===== src/acsu_consts.svh =====
// Offsets, field positions, reset values and masks of the compare-swap unit.
`ifndef ACSU_CONSTS_SVH
`define ACSU_CONSTS_SVH
// Register byte offsets on the plain register port.
`define ACSU_REG_AW 6
`define ACSU_OFF_CTRL 6'h00
`define ACSU_OFF_STATUS 6'h04
`define ACSU_OFF_COUNT 6'h08
`define ACSU_OFF_PERM0 6'h10
`define ACSU_OFF_PERM7 6'h2C
// Control fields and reset values.
`define ACSU_CTRL_ENABLE 0
`define ACSU_CTRL_CLRCNT 1
`define ACSU_CTRL_RESET 1'h1
`define ACSU_PERM_RESET 32'hFFFF_FFFF
`define ACSU_PERM_WORDS 8
// Status fields.
`define ACSU_ST_EXC_LSB 0
`define ACSU_ST_EXC_MSB 2
`define ACSU_ST_BUSY 3
`define ACSU_ST_EQUAL 4
// Space identifier fields and the range closed to privileged code.
`define ACSU_SPACE_USER_BIT 7
`define ACSU_SPACE_RSV_LO 8'h30
`define ACSU_SPACE_RSV_HI 8'h7F
// Alignment masks for the two operand sizes.
`define ACSU_ALIGN_DW 3'h7
`define ACSU_ALIGN_W 3'h3
`endif


===== src/acsu_pkg.sv =====
// Types shared by the compare-swap unit and its helpers.
package acsu_pkg;
	// Exception outcome of one operation.
	typedef enum logic [2:0] {
		ACSU_EXC_NONE = 3'h0,
		ACSU_EXC_ILLEGAL = 3'h1,
		ACSU_EXC_MISALIGN = 3'h2,
		ACSU_EXC_PRIV = 3'h3,
		ACSU_EXC_SPACE = 3'h4,
		ACSU_EXC_LOAD = 3'h5,
		ACSU_EXC_STORE = 3'h6
	} acsu_exc_t;
	// One instruction as handed over by the issue logic.
	typedef struct packed {
		logic op_dword;
		logic imm_sel;
		logic [7:0] enc_bits;
		logic [7:0] imm_space;
		logic [63:0] addr;
		logic [63:0] cmp;
		logic [63:0] dst;
	} acsu_req_t;
	// Result returned to the register and trap logic.
	typedef struct packed {
		logic [63:0] dst_value;
		logic dst_write;
		acsu_exc_t exc;
	} acsu_rsp_t;
	// Command toward the memory system.
	typedef struct packed {
		logic [63:0] addr;
		logic [7:0] space;
		logic dword;
		logic [63:0] wdata;
	} acsu_mem_t;
endpackage : acsu_pkg


===== src/acsu_check.sv =====
// Space selection and exception screening for one compare-swap.
`timescale 1ns/1ps
`include "acsu_consts.svh"
module acsu_check
	import acsu_pkg::*;
(
	input wire acsu_req_t req,
	input wire logic [7:0] space_reg,
	input wire logic priv,
	input wire logic [255:0] perm,
	output logic [7:0] space,
	output acsu_exc_t exc
);
	// Screening is one combinational cone; the order below is the priority.
	always_comb
	begin
		space = req.imm_sel ? space_reg : req.imm_space;
		exc = ACSU_EXC_NONE;
		if (req.imm_sel && (req.enc_bits != 8'h00))
			exc = ACSU_EXC_ILLEGAL;
		else if (req.op_dword ? (req.addr[2:0] & `ACSU_ALIGN_DW) != 3'h0
			: (req.addr[2:0] & `ACSU_ALIGN_W) != 3'h0)
			exc = ACSU_EXC_MISALIGN;
		else if (!priv && !space[`ACSU_SPACE_USER_BIT])
			exc = ACSU_EXC_PRIV;
		else if (priv && space >= `ACSU_SPACE_RSV_LO
			&& space <= `ACSU_SPACE_RSV_HI)
			exc = ACSU_EXC_PRIV;
		else if (!perm[space])
			exc = ACSU_EXC_SPACE;
	end
endmodule : acsu_check


===== src/acsu_merge.sv =====
// Compare and result forming for both operand sizes.
`timescale 1ns/1ps
module acsu_merge
	import acsu_pkg::*;
(
	input wire logic dword,
	input wire logic [63:0] cmp,
	input wire logic [63:0] dst,
	input wire logic [63:0] mem,
	output logic equal,
	output logic [63:0] store_data,
	output logic [63:0] dst_result
);
	// Word form looks at low halves only and zero-fills the register.
	always_comb
	begin
		if (dword)
		begin
			equal = (cmp == mem);
			store_data = equal ? dst : mem;
			dst_result = mem;
		end
		else
		begin
			equal = (cmp[31:0] == mem[31:0]);
			store_data = {32'h0000_0000, equal ? dst[31:0] : mem[31:0]};
			dst_result = {32'h0000_0000, mem[31:0]};
		end
	end
endmodule : acsu_merge


===== src/acsu_top.sv =====
// Atomic compare-and-swap execution unit with its register port.
// How it works
// Doubleword form compares full register with memory.
// Equal doubleword: swap register and memory.
// Unequal doubleword: load memory, memory unchanged.
// Word form compares low 32 bits only.
// Equal word: swap low halves, upper cleared.
// Unequal word: load low half, upper cleared.
// No interrupts recognised between load and store.
// Memory locks enclosing doubleword during exchange.
// Always store, old value when unequal.
// Space from immediate field or space register.
// Select bit set, bits 12:5 nonzero: illegal.
// Misaligned address raises alignment exception.
// Unprivileged with space bit 7 clear: violation.
// Privileged with space 30..7F: violation.
// Condition codes never modified.
// Space outside permitted set: invalid-space exception.
// Store fault may trap after clean load.
// Exceptions leave register and memory untouched.
`timescale 1ns/1ps
`include "acsu_consts.svh"
module acsu_top
	import acsu_pkg::*;
#(
	parameter int CNT_W = 32
)
(
	input wire logic CLK_SYS,
	input wire logic RESET,
	input wire logic [`ACSU_REG_AW-1:0] REG_ADDR,
	input wire logic [31:0] REG_WDATA,
	input wire logic REG_WR,
	input wire logic REG_RD,
	output logic [31:0] REG_RDATA,
	input wire logic REQ_VALID,
	input wire acsu_req_t REQ,
	output logic REQ_READY,
	input wire logic [7:0] SPACE_ID_REG,
	input wire logic PRIVILEGE_STATE_BIT,
	output logic RSP_VALID,
	output acsu_rsp_t RSP,
	output logic HOLD_INTERRUPTS,
	output logic MEM_LOCK,
	output acsu_mem_t MEM_CMD,
	output logic MEM_RD_REQ,
	input wire logic MEM_RD_VALID,
	input wire logic [63:0] MEM_RD_DATA,
	input wire logic MEM_RD_ERR,
	output logic MEM_WR_REQ,
	input wire logic MEM_WR_DONE,
	input wire logic MEM_WR_ERR
);
	// The count register is at most one bus word wide.
	generate
		if (CNT_W < 1 || CNT_W > 32)
		begin : g_bad_cnt
			$error("CNT_W must lie between 1 and 32");
		end
	endgenerate

	// One-hot sequencer states.
	typedef enum logic [5:0] {
		ACSU_IDLE = 6'b000001,
		ACSU_CHECK = 6'b000010,
		ACSU_READ = 6'b000100,
		ACSU_WRITE = 6'b001000,
		ACSU_RESP = 6'b010000,
		ACSU_DONE = 6'b100000
	} acsu_state_t;

	acsu_state_t state; // Current sequencer state.
	acsu_state_t next_state; // State for the next edge.
	acsu_req_t held; // Instruction latched when taken.
	logic [7:0] held_space_reg; // Space register as seen at take.
	logic held_priv; // Privilege bit as seen at take.
	logic [7:0] space; // Selected address space.
	acsu_exc_t chk_exc; // Result of the screening cone.
	logic [63:0] rdata; // Memory value captured from the load.
	logic equal; // Comparison outcome.
	logic [63:0] store_data; // Value to write back.
	logic [63:0] dst_result; // Value for the destination register.
	logic [63:0] merge_mem; // Load data as the compare sees it.
	logic enable; // Software enable for new operations.
	logic [31:0] perm [`ACSU_PERM_WORDS]; // Permitted space bitmap.
	logic [255:0] perm_flat; // Bitmap as one vector.
	acsu_exc_t last_exc; // Outcome of the latest operation.
	logic last_equal; // Compare outcome of the latest operation.
	logic [CNT_W-1:0] done_count; // Operations finished without trap.
	logic take; // A request is taken this cycle.

	// Flatten the bitmap words for the screening logic.
	always_comb
	begin
		for (int i = 0; i < `ACSU_PERM_WORDS; i++)
			perm_flat[i*32 +: 32] = perm[i];
	end

	acsu_check u_check (
		.req(held),
		.space_reg(held_space_reg),
		.priv(held_priv),
		.perm(perm_flat),
		.space(space),
		.exc(chk_exc)
	);

	acsu_merge u_merge (
		.dword(held.op_dword),
		.cmp(held.cmp),
		.dst(held.dst),
		.mem(merge_mem),
		.equal(equal),
		.store_data(store_data),
		.dst_result(dst_result)
	);

	// The store value is formed from the load data of the answer cycle,
	// so the write can start without waiting for the captured copy.
	assign merge_mem = (state == ACSU_READ) ? MEM_RD_DATA : rdata;

	// Handshake outputs follow the state directly.
	assign REQ_READY = (state == ACSU_IDLE) && enable;
	assign take = REQ_VALID && REQ_READY;
	assign MEM_RD_REQ = (state == ACSU_READ);
	assign MEM_WR_REQ = (state == ACSU_WRITE);
	assign MEM_LOCK = (state == ACSU_READ) || (state == ACSU_WRITE);
	// Interrupts stay blocked from the load until the store settles.
	assign HOLD_INTERRUPTS = MEM_LOCK;
	assign RSP_VALID = (state == ACSU_RESP);

	// Sequencer: screen, locked load, store, then answer once.
	always_comb
	begin
		next_state = state;
		case (state)
			ACSU_IDLE:
				if (take)
					next_state = ACSU_CHECK;
			ACSU_CHECK:
				// Traps are decided before memory is touched.
				if (chk_exc != ACSU_EXC_NONE)
					next_state = ACSU_RESP;
				else
					next_state = ACSU_READ;
			ACSU_READ:
				if (MEM_RD_VALID)
					next_state = MEM_RD_ERR ? ACSU_RESP : ACSU_WRITE;
			ACSU_WRITE:
				// A store is issued even when the compare fails.
				if (MEM_WR_DONE)
					next_state = ACSU_RESP;
			ACSU_RESP:
				next_state = ACSU_DONE;
			ACSU_DONE:
				next_state = ACSU_IDLE;
			default:
				next_state = ACSU_IDLE;
		endcase
	end

	// State register.
	always_ff @(posedge CLK_SYS or posedge RESET)
	begin
		if (RESET)
			state <= ACSU_IDLE;
		else
			state <= next_state;
	end

	// The instruction and the live context are frozen at take.
	always_ff @(posedge CLK_SYS or posedge RESET)
	begin
		if (RESET)
		begin
			held <= '0;
			held_space_reg <= 8'h00;
			held_priv <= 1'b0;
		end
		else if (take)
		begin
			held <= REQ;
			held_space_reg <= SPACE_ID_REG;
			held_priv <= PRIVILEGE_STATE_BIT;
		end
	end

	// Load data is kept for compare and for the register result.
	always_ff @(posedge CLK_SYS or posedge RESET)
	begin
		if (RESET)
			rdata <= 64'h0000_0000_0000_0000;
		else if (state == ACSU_READ && MEM_RD_VALID)
			rdata <= MEM_RD_DATA;
	end

	// Memory command: address and space at screening, data after load.
	always_ff @(posedge CLK_SYS or posedge RESET)
	begin
		if (RESET)
			MEM_CMD <= '0;
		else if (state == ACSU_CHECK)
		begin
			MEM_CMD.addr <= held.addr;
			MEM_CMD.space <= space;
			MEM_CMD.dword <= held.op_dword;
			MEM_CMD.wdata <= 64'h0000_0000_0000_0000;
		end
		else if (state == ACSU_READ && MEM_RD_VALID)
			MEM_CMD.wdata <= store_data;
	end

	// Bitmap word for a register offset; the first word sits at index 4
	// of the address, so flipping that bit puts it at word 0.
	function automatic logic [2:0] perm_word(input logic [5:0] addr);
		return addr[4:2] ^ 3'h4;
	endfunction : perm_word

	// Answer to the trap and register logic; no condition code path exists.
	always_ff @(posedge CLK_SYS or posedge RESET)
	begin
		if (RESET)
			RSP <= '0;
		else if (state == ACSU_CHECK && chk_exc != ACSU_EXC_NONE)
		begin
			RSP.dst_value <= 64'h0000_0000_0000_0000;
			RSP.dst_write <= 1'b0;
			RSP.exc <= chk_exc;
		end
		else if (state == ACSU_READ && MEM_RD_VALID && MEM_RD_ERR)
		begin
			RSP.dst_value <= 64'h0000_0000_0000_0000;
			RSP.dst_write <= 1'b0;
			RSP.exc <= ACSU_EXC_LOAD;
		end
		else if (state == ACSU_WRITE && MEM_WR_DONE)
		begin
			// A store fault traps although the load was clean.
			RSP.dst_value <= MEM_WR_ERR ? 64'h0000_0000_0000_0000
				: dst_result;
			RSP.dst_write <= !MEM_WR_ERR;
			RSP.exc <= MEM_WR_ERR ? ACSU_EXC_STORE : ACSU_EXC_NONE;
		end
	end

	// Status bookkeeping for software.
	always_ff @(posedge CLK_SYS or posedge RESET)
	begin
		if (RESET)
		begin
			last_exc <= ACSU_EXC_NONE;
			last_equal <= 1'b0;
		end
		else if (state == ACSU_RESP)
		begin
			last_exc <= RSP.exc;
			last_equal <= equal && (RSP.exc == ACSU_EXC_NONE);
		end
	end

	// Finished operations; a clear request loses to a count.
	always_ff @(posedge CLK_SYS or posedge RESET)
	begin
		if (RESET)
			done_count <= '0;
		else if (state == ACSU_RESP && RSP.exc == ACSU_EXC_NONE)
			done_count <= done_count + 1'b1;
		else if (REG_WR && REG_ADDR == `ACSU_OFF_CTRL
			&& REG_WDATA[`ACSU_CTRL_CLRCNT])
			done_count <= '0;
	end

	// Control and bitmap writes from the register port.
	always_ff @(posedge CLK_SYS or posedge RESET)
	begin
		if (RESET)
		begin
			enable <= `ACSU_CTRL_RESET;
			for (int i = 0; i < `ACSU_PERM_WORDS; i++)
				perm[i] <= `ACSU_PERM_RESET;
		end
		else if (REG_WR)
		begin
			if (REG_ADDR == `ACSU_OFF_CTRL)
				enable <= REG_WDATA[`ACSU_CTRL_ENABLE];
			else if (REG_ADDR >= `ACSU_OFF_PERM0
				&& REG_ADDR <= `ACSU_OFF_PERM7 && REG_ADDR[1:0] == 2'b00)
				perm[perm_word(REG_ADDR)] <= REG_WDATA;
		end
	end

	// Read data stand one cycle after the strobe; unmapped reads are zero.
	always_ff @(posedge CLK_SYS or posedge RESET)
	begin
		if (RESET)
			REG_RDATA <= 32'h0000_0000;
		else if (REG_RD)
		begin
			REG_RDATA <= 32'h0000_0000;
			if (REG_ADDR == `ACSU_OFF_CTRL)
				REG_RDATA[`ACSU_CTRL_ENABLE] <= enable;
			else if (REG_ADDR == `ACSU_OFF_STATUS)
			begin
				REG_RDATA[`ACSU_ST_EXC_MSB:`ACSU_ST_EXC_LSB] <= last_exc;
				REG_RDATA[`ACSU_ST_BUSY] <= (state != ACSU_IDLE);
				REG_RDATA[`ACSU_ST_EQUAL] <= last_equal;
			end
			else if (REG_ADDR == `ACSU_OFF_COUNT)
				REG_RDATA[CNT_W-1:0] <= done_count;
			else if (REG_ADDR >= `ACSU_OFF_PERM0
				&& REG_ADDR <= `ACSU_OFF_PERM7 && REG_ADDR[1:0] == 2'b00)
				REG_RDATA <= perm[perm_word(REG_ADDR)];
		end
	end
endmodule : acsu_top


===== config.mk =====
export PLATFORM = sky130hd
export DESIGN_NAME = acsu_top
export DESIGN_NICKNAME = d
export VERILOG_FILES = /design/src/acsu_pkg.sv /design/src/acsu_check.sv /design/src/acsu_merge.sv /design/src/acsu_top.sv
export VERILOG_INCLUDE_DIRS = /design/src /design/src/src
export SDC_FILE = /design/constraint.sdc
export NUM_CORES = 2
export LEC_CHECK = 0
export ABC_AREA = 1
export ABC_CLOCK_PERIOD_IN_PS = 45700
export BUFFER_PORTS_ARGS = -buffer_cell sky130_fd_sc_hd__buf_2
export CORE_ASPECT_RATIO = 1.2
export CORE_UTILIZATION = 58
export CTS_BUF_LIST = sky130_fd_sc_hd__clkbuf_8 sky130_fd_sc_hd__clkbuf_16
export DETAILED_ROUTE_END_ITERATION = 16
export HOLD_SLACK_MARGIN = 0.08
export PLACE_DENSITY = 0.81
export SKIP_LAST_GASP = 1
export SYNTH_ARGS = -nofsm -noshare
export SYNTH_HDL_FRONTEND = slang
export SYNTH_SLANG_ARGS = --single-unit
export TNS_END_PERCENT = 20

===== constraint.sdc =====
create_clock -name CLK_SYS -period 45.7 [get_ports CLK_SYS]
set_clock_uncertainty 0.1 [all_clocks]
set_input_delay 2.285 -clock CLK_SYS [delete_from_list [all_inputs] [get_ports CLK_SYS]]
set_output_delay 2.285 -clock CLK_SYS [all_outputs]
set_load 0.005 [all_outputs]

==> results.ini <==
[yosys]
synthCells=5089
synth_top_family_by_area=simple AND/OR/NAND/NOR gates
yosys_most_used_dff=dfrtp_1
seq_area_frac_synth_pct=52.4
synth_enable_flop_cells=0
synth-seq-cells=819
synth_area_leaders=dfrtp_1 (35%), nand2_1 (19%), dfstp_2 (17%)
synth-adder-area-share_pct=0.0315
synth_largest_area_cell=dfrtp_1
synthesis.area_um2=39700
async_reset_ff_share_pct=100
synth.top_cell.area_share_pct=35.3
syn-num-nets=5420
synth-compound-area-share_pct=12.0
synthMuxAreaShare_pct=0.129
synth_xor_area_share_pct=1.41
synth_cell_types=48
yosys.area_share.simple_pct=26.4
syn_avg_cell_area_um2=7.81
ys_warn_count=0

[pwr]
power_mw=2.68
max-vdd-ir-drop_mv=0.0439
p_leak_nw=23.3
pwr_density_cell_nw_per_um2=58.5

[floorplan]
rows=104
die_y_um=289
ioPinCount=573
die_w_um=241
core_area_um2=67400
dieArea_um2=69600
initial_utilization_pct=59.0

[timing]
slew_headroom_pct=19.8
fin_setup_tns_ps=0
slew_violations=0
max_freq_ghz=0.178
setup_viol=0
final-hold-violation-count=0
grt_setup_unrepaired=no
period_needed_ps=5600
tightest_slew_ps=1200
finalCritPeriodShare_pct=12.3

[worst_setup_path]
arrival_ps=6040
required_ps=46130
path_class=flop to flop
path_max_fanout=89
critical_path.slowest_cell=buf_4
cpPeakStageDelay_ps=820
cp-end-kind=flop
cp_common_cell=nand2_1
critPathLaunchType=flop
crit_chain=inv_2 > nand2_1 > buf_4 > nand2_4 > buf_4 > nand2_1 > nand2_1 > nand2_1 > nand3_1 > nand3_1 > a21oi_1 > nor2_1 > nand2_1 > nand3_1 > nand3_1 > nand2_1 > nand2_2 > buf_4 > nand3_1 > nand2_1 > nand2_1

[job]
drv_cap=0

[cts]
cts_buffer_depth=3
cts_tree=done
hold_buffers=0
cts_resized=0
worst_skew_pair.late_latency_ps=650
post_cts_buffers=0
h-tree-depth=3
clock_sinks=819
cts_inserted_buffers=84
cts.reportedPaths.clkPinSlew_ps=60
cts-root-buf=clkbuf_16

[final_layout]
nNetsFinal=5810
top_regs=perm (256), held (210), MEM_CMD (137)
regMostFlops=perm
drive_above_1_share_pct=19.3
final_util_pct=68.1
largest_reg_flops=256
fill_cells=5642
syn_to_final_growth_pct=15.4

[global_routing]
grt_max_degree=176
grt_overflow=0
grt_pass1_wl_um=207000
antenna_found_initial=31
grt_pass1_vias=36400
gr-usage-all-layers_pct=38.8

[route]
ant_nets=0
wire_per_inst_um=20.8
dr.pass1.iters=9
drtIter0Drc=4471
viasPerCell=5.83
routed_wirelength_um=134000
vias=37700
drc=0

[place]
io_buffers=572
dpl.hpwl_um=88900
gp_congestion=0.944

[hold_path]
min_path_type=flop to flop

[outcome]
status=completed

## per-stage QoR
| stage | cells | area, um2 | hold slack (ps) | setup WS [ps] |
|---|---|---|---|---|
| 3_5_place_dp | 6294 | 42900 | 354 | 39710 |
| 5_1_grt | 6465 | 45900 | 379 | 39810 |
| 2_1_floorplan | 5089 | 39700 | 340 | 20740 |
| 4_1_cts | 6447 | 45800 | 367 | 40260 |
| 3_3_place_gp | 6294 | 42900 | 348 | 39780 |
| 6_report | 6466 | 45900 | 366 | 40100 |
## synthesized netlist by cell type (11+ instances only)
library cell	number
dfrtp_1	561
nor2_1	82
o221ai_1	38
a31oi_1	21
a21oi_1	123
nand4_1	83
nand2_1	1966
buf_2	49
inv_1	434
o21ai_1	23
clkbuf_1	236
xnor2_1	32
o211ai_1	71
o31ai_1	11
o21ai_0	566
dfstp_2	258
buf_1	22
nand3_1	381
buf_4	11
xor2_1	32
## power breakdown
part / switching (mW) / total (mW) / internal (mW)
combinational: 0.603 / 0.892 / 0.289
clock: 0.305 / 0.729 / 0.423
sequential: 0.127 / 1.06 / 0.936
total: 1.03 / 2.68 / 1.65
## routing by layer
metal / GRT usage (%) / wire, um
met2: 61.6 / 62900
met3: 8.73 / 13600
met5: 0 / 153
met1: 47.5 / 48000
met4: 26.0 / 9870
## cells by family after synthesis
family / after synthesis
adders and majority gates: 1
AOI/OAI and AO/OA: 871
xor gates and xnor gates: 64
and+or+nand+nor: 2560
buffers and inverters: 769
muxes: 5
DFF: 819
## area by class of cell
cell class	instances	area (um2)	share of cell area (%)
well taps	901	1130	2.46
multi-input cells	3501	16000	34.8
clock buffers	97	2290	5.00
clock inverters	56	631	1.37
diodes	19	47.5	0.104
inverters	444	1680	3.67
flip-flops and latches	819	20800	45.4
repair buffers	629	3300	7.20
## worst paths after layout
check	endpoint	from	cells past startpoint	slack [ps]
worst max-delay path	RSP[1]	held[208]	21	40100
worst min-delay path	MEM_CMD[135]	MEM_CMD[135]	2	370
worst max register to register	RSP[1]	held[208]	21	40100
worst min register to register	MEM_CMD[135]	MEM_CMD[135]	2	370
max in group asynchronous	held[93]	RESET	4	41290
min in group asynchronous	MEM_CMD[129]	RESET	2	1680
## cells in the final DEF, fill, tap and decap left out, types with 38 or more instances in the layout
cell type | synthesis | final
a21oi_1 | 123 | 123
buf_2 | 49 | 572
buf_4 | 11 | 56
clkbuf_16 | 0 | 85
dfrtp_1 | 561 | 560
dfstp_2 | 258 | 258
inv_1 | 434 | 451
nand2_1 | 1966 | 1959
nand3_1 | 381 | 377
nand4_1 | 83 | 83
nor2_1 | 82 | 79
o211ai_1 | 71 | 71
o21ai_0 | 566 | 566
o221ai_1 | 38 | 38
## worst max-delay path, delay by kind of cell (launching register included)
family / cells / cell delay, ps
AOI/OAI and AO/OA: 1 / 360
buffers and inverters: 4 / 2040
DFF: 1 / 610
and+or+nand+nor: 16 / 2250
No activity file was read; power rests on OpenSTA's default activity.
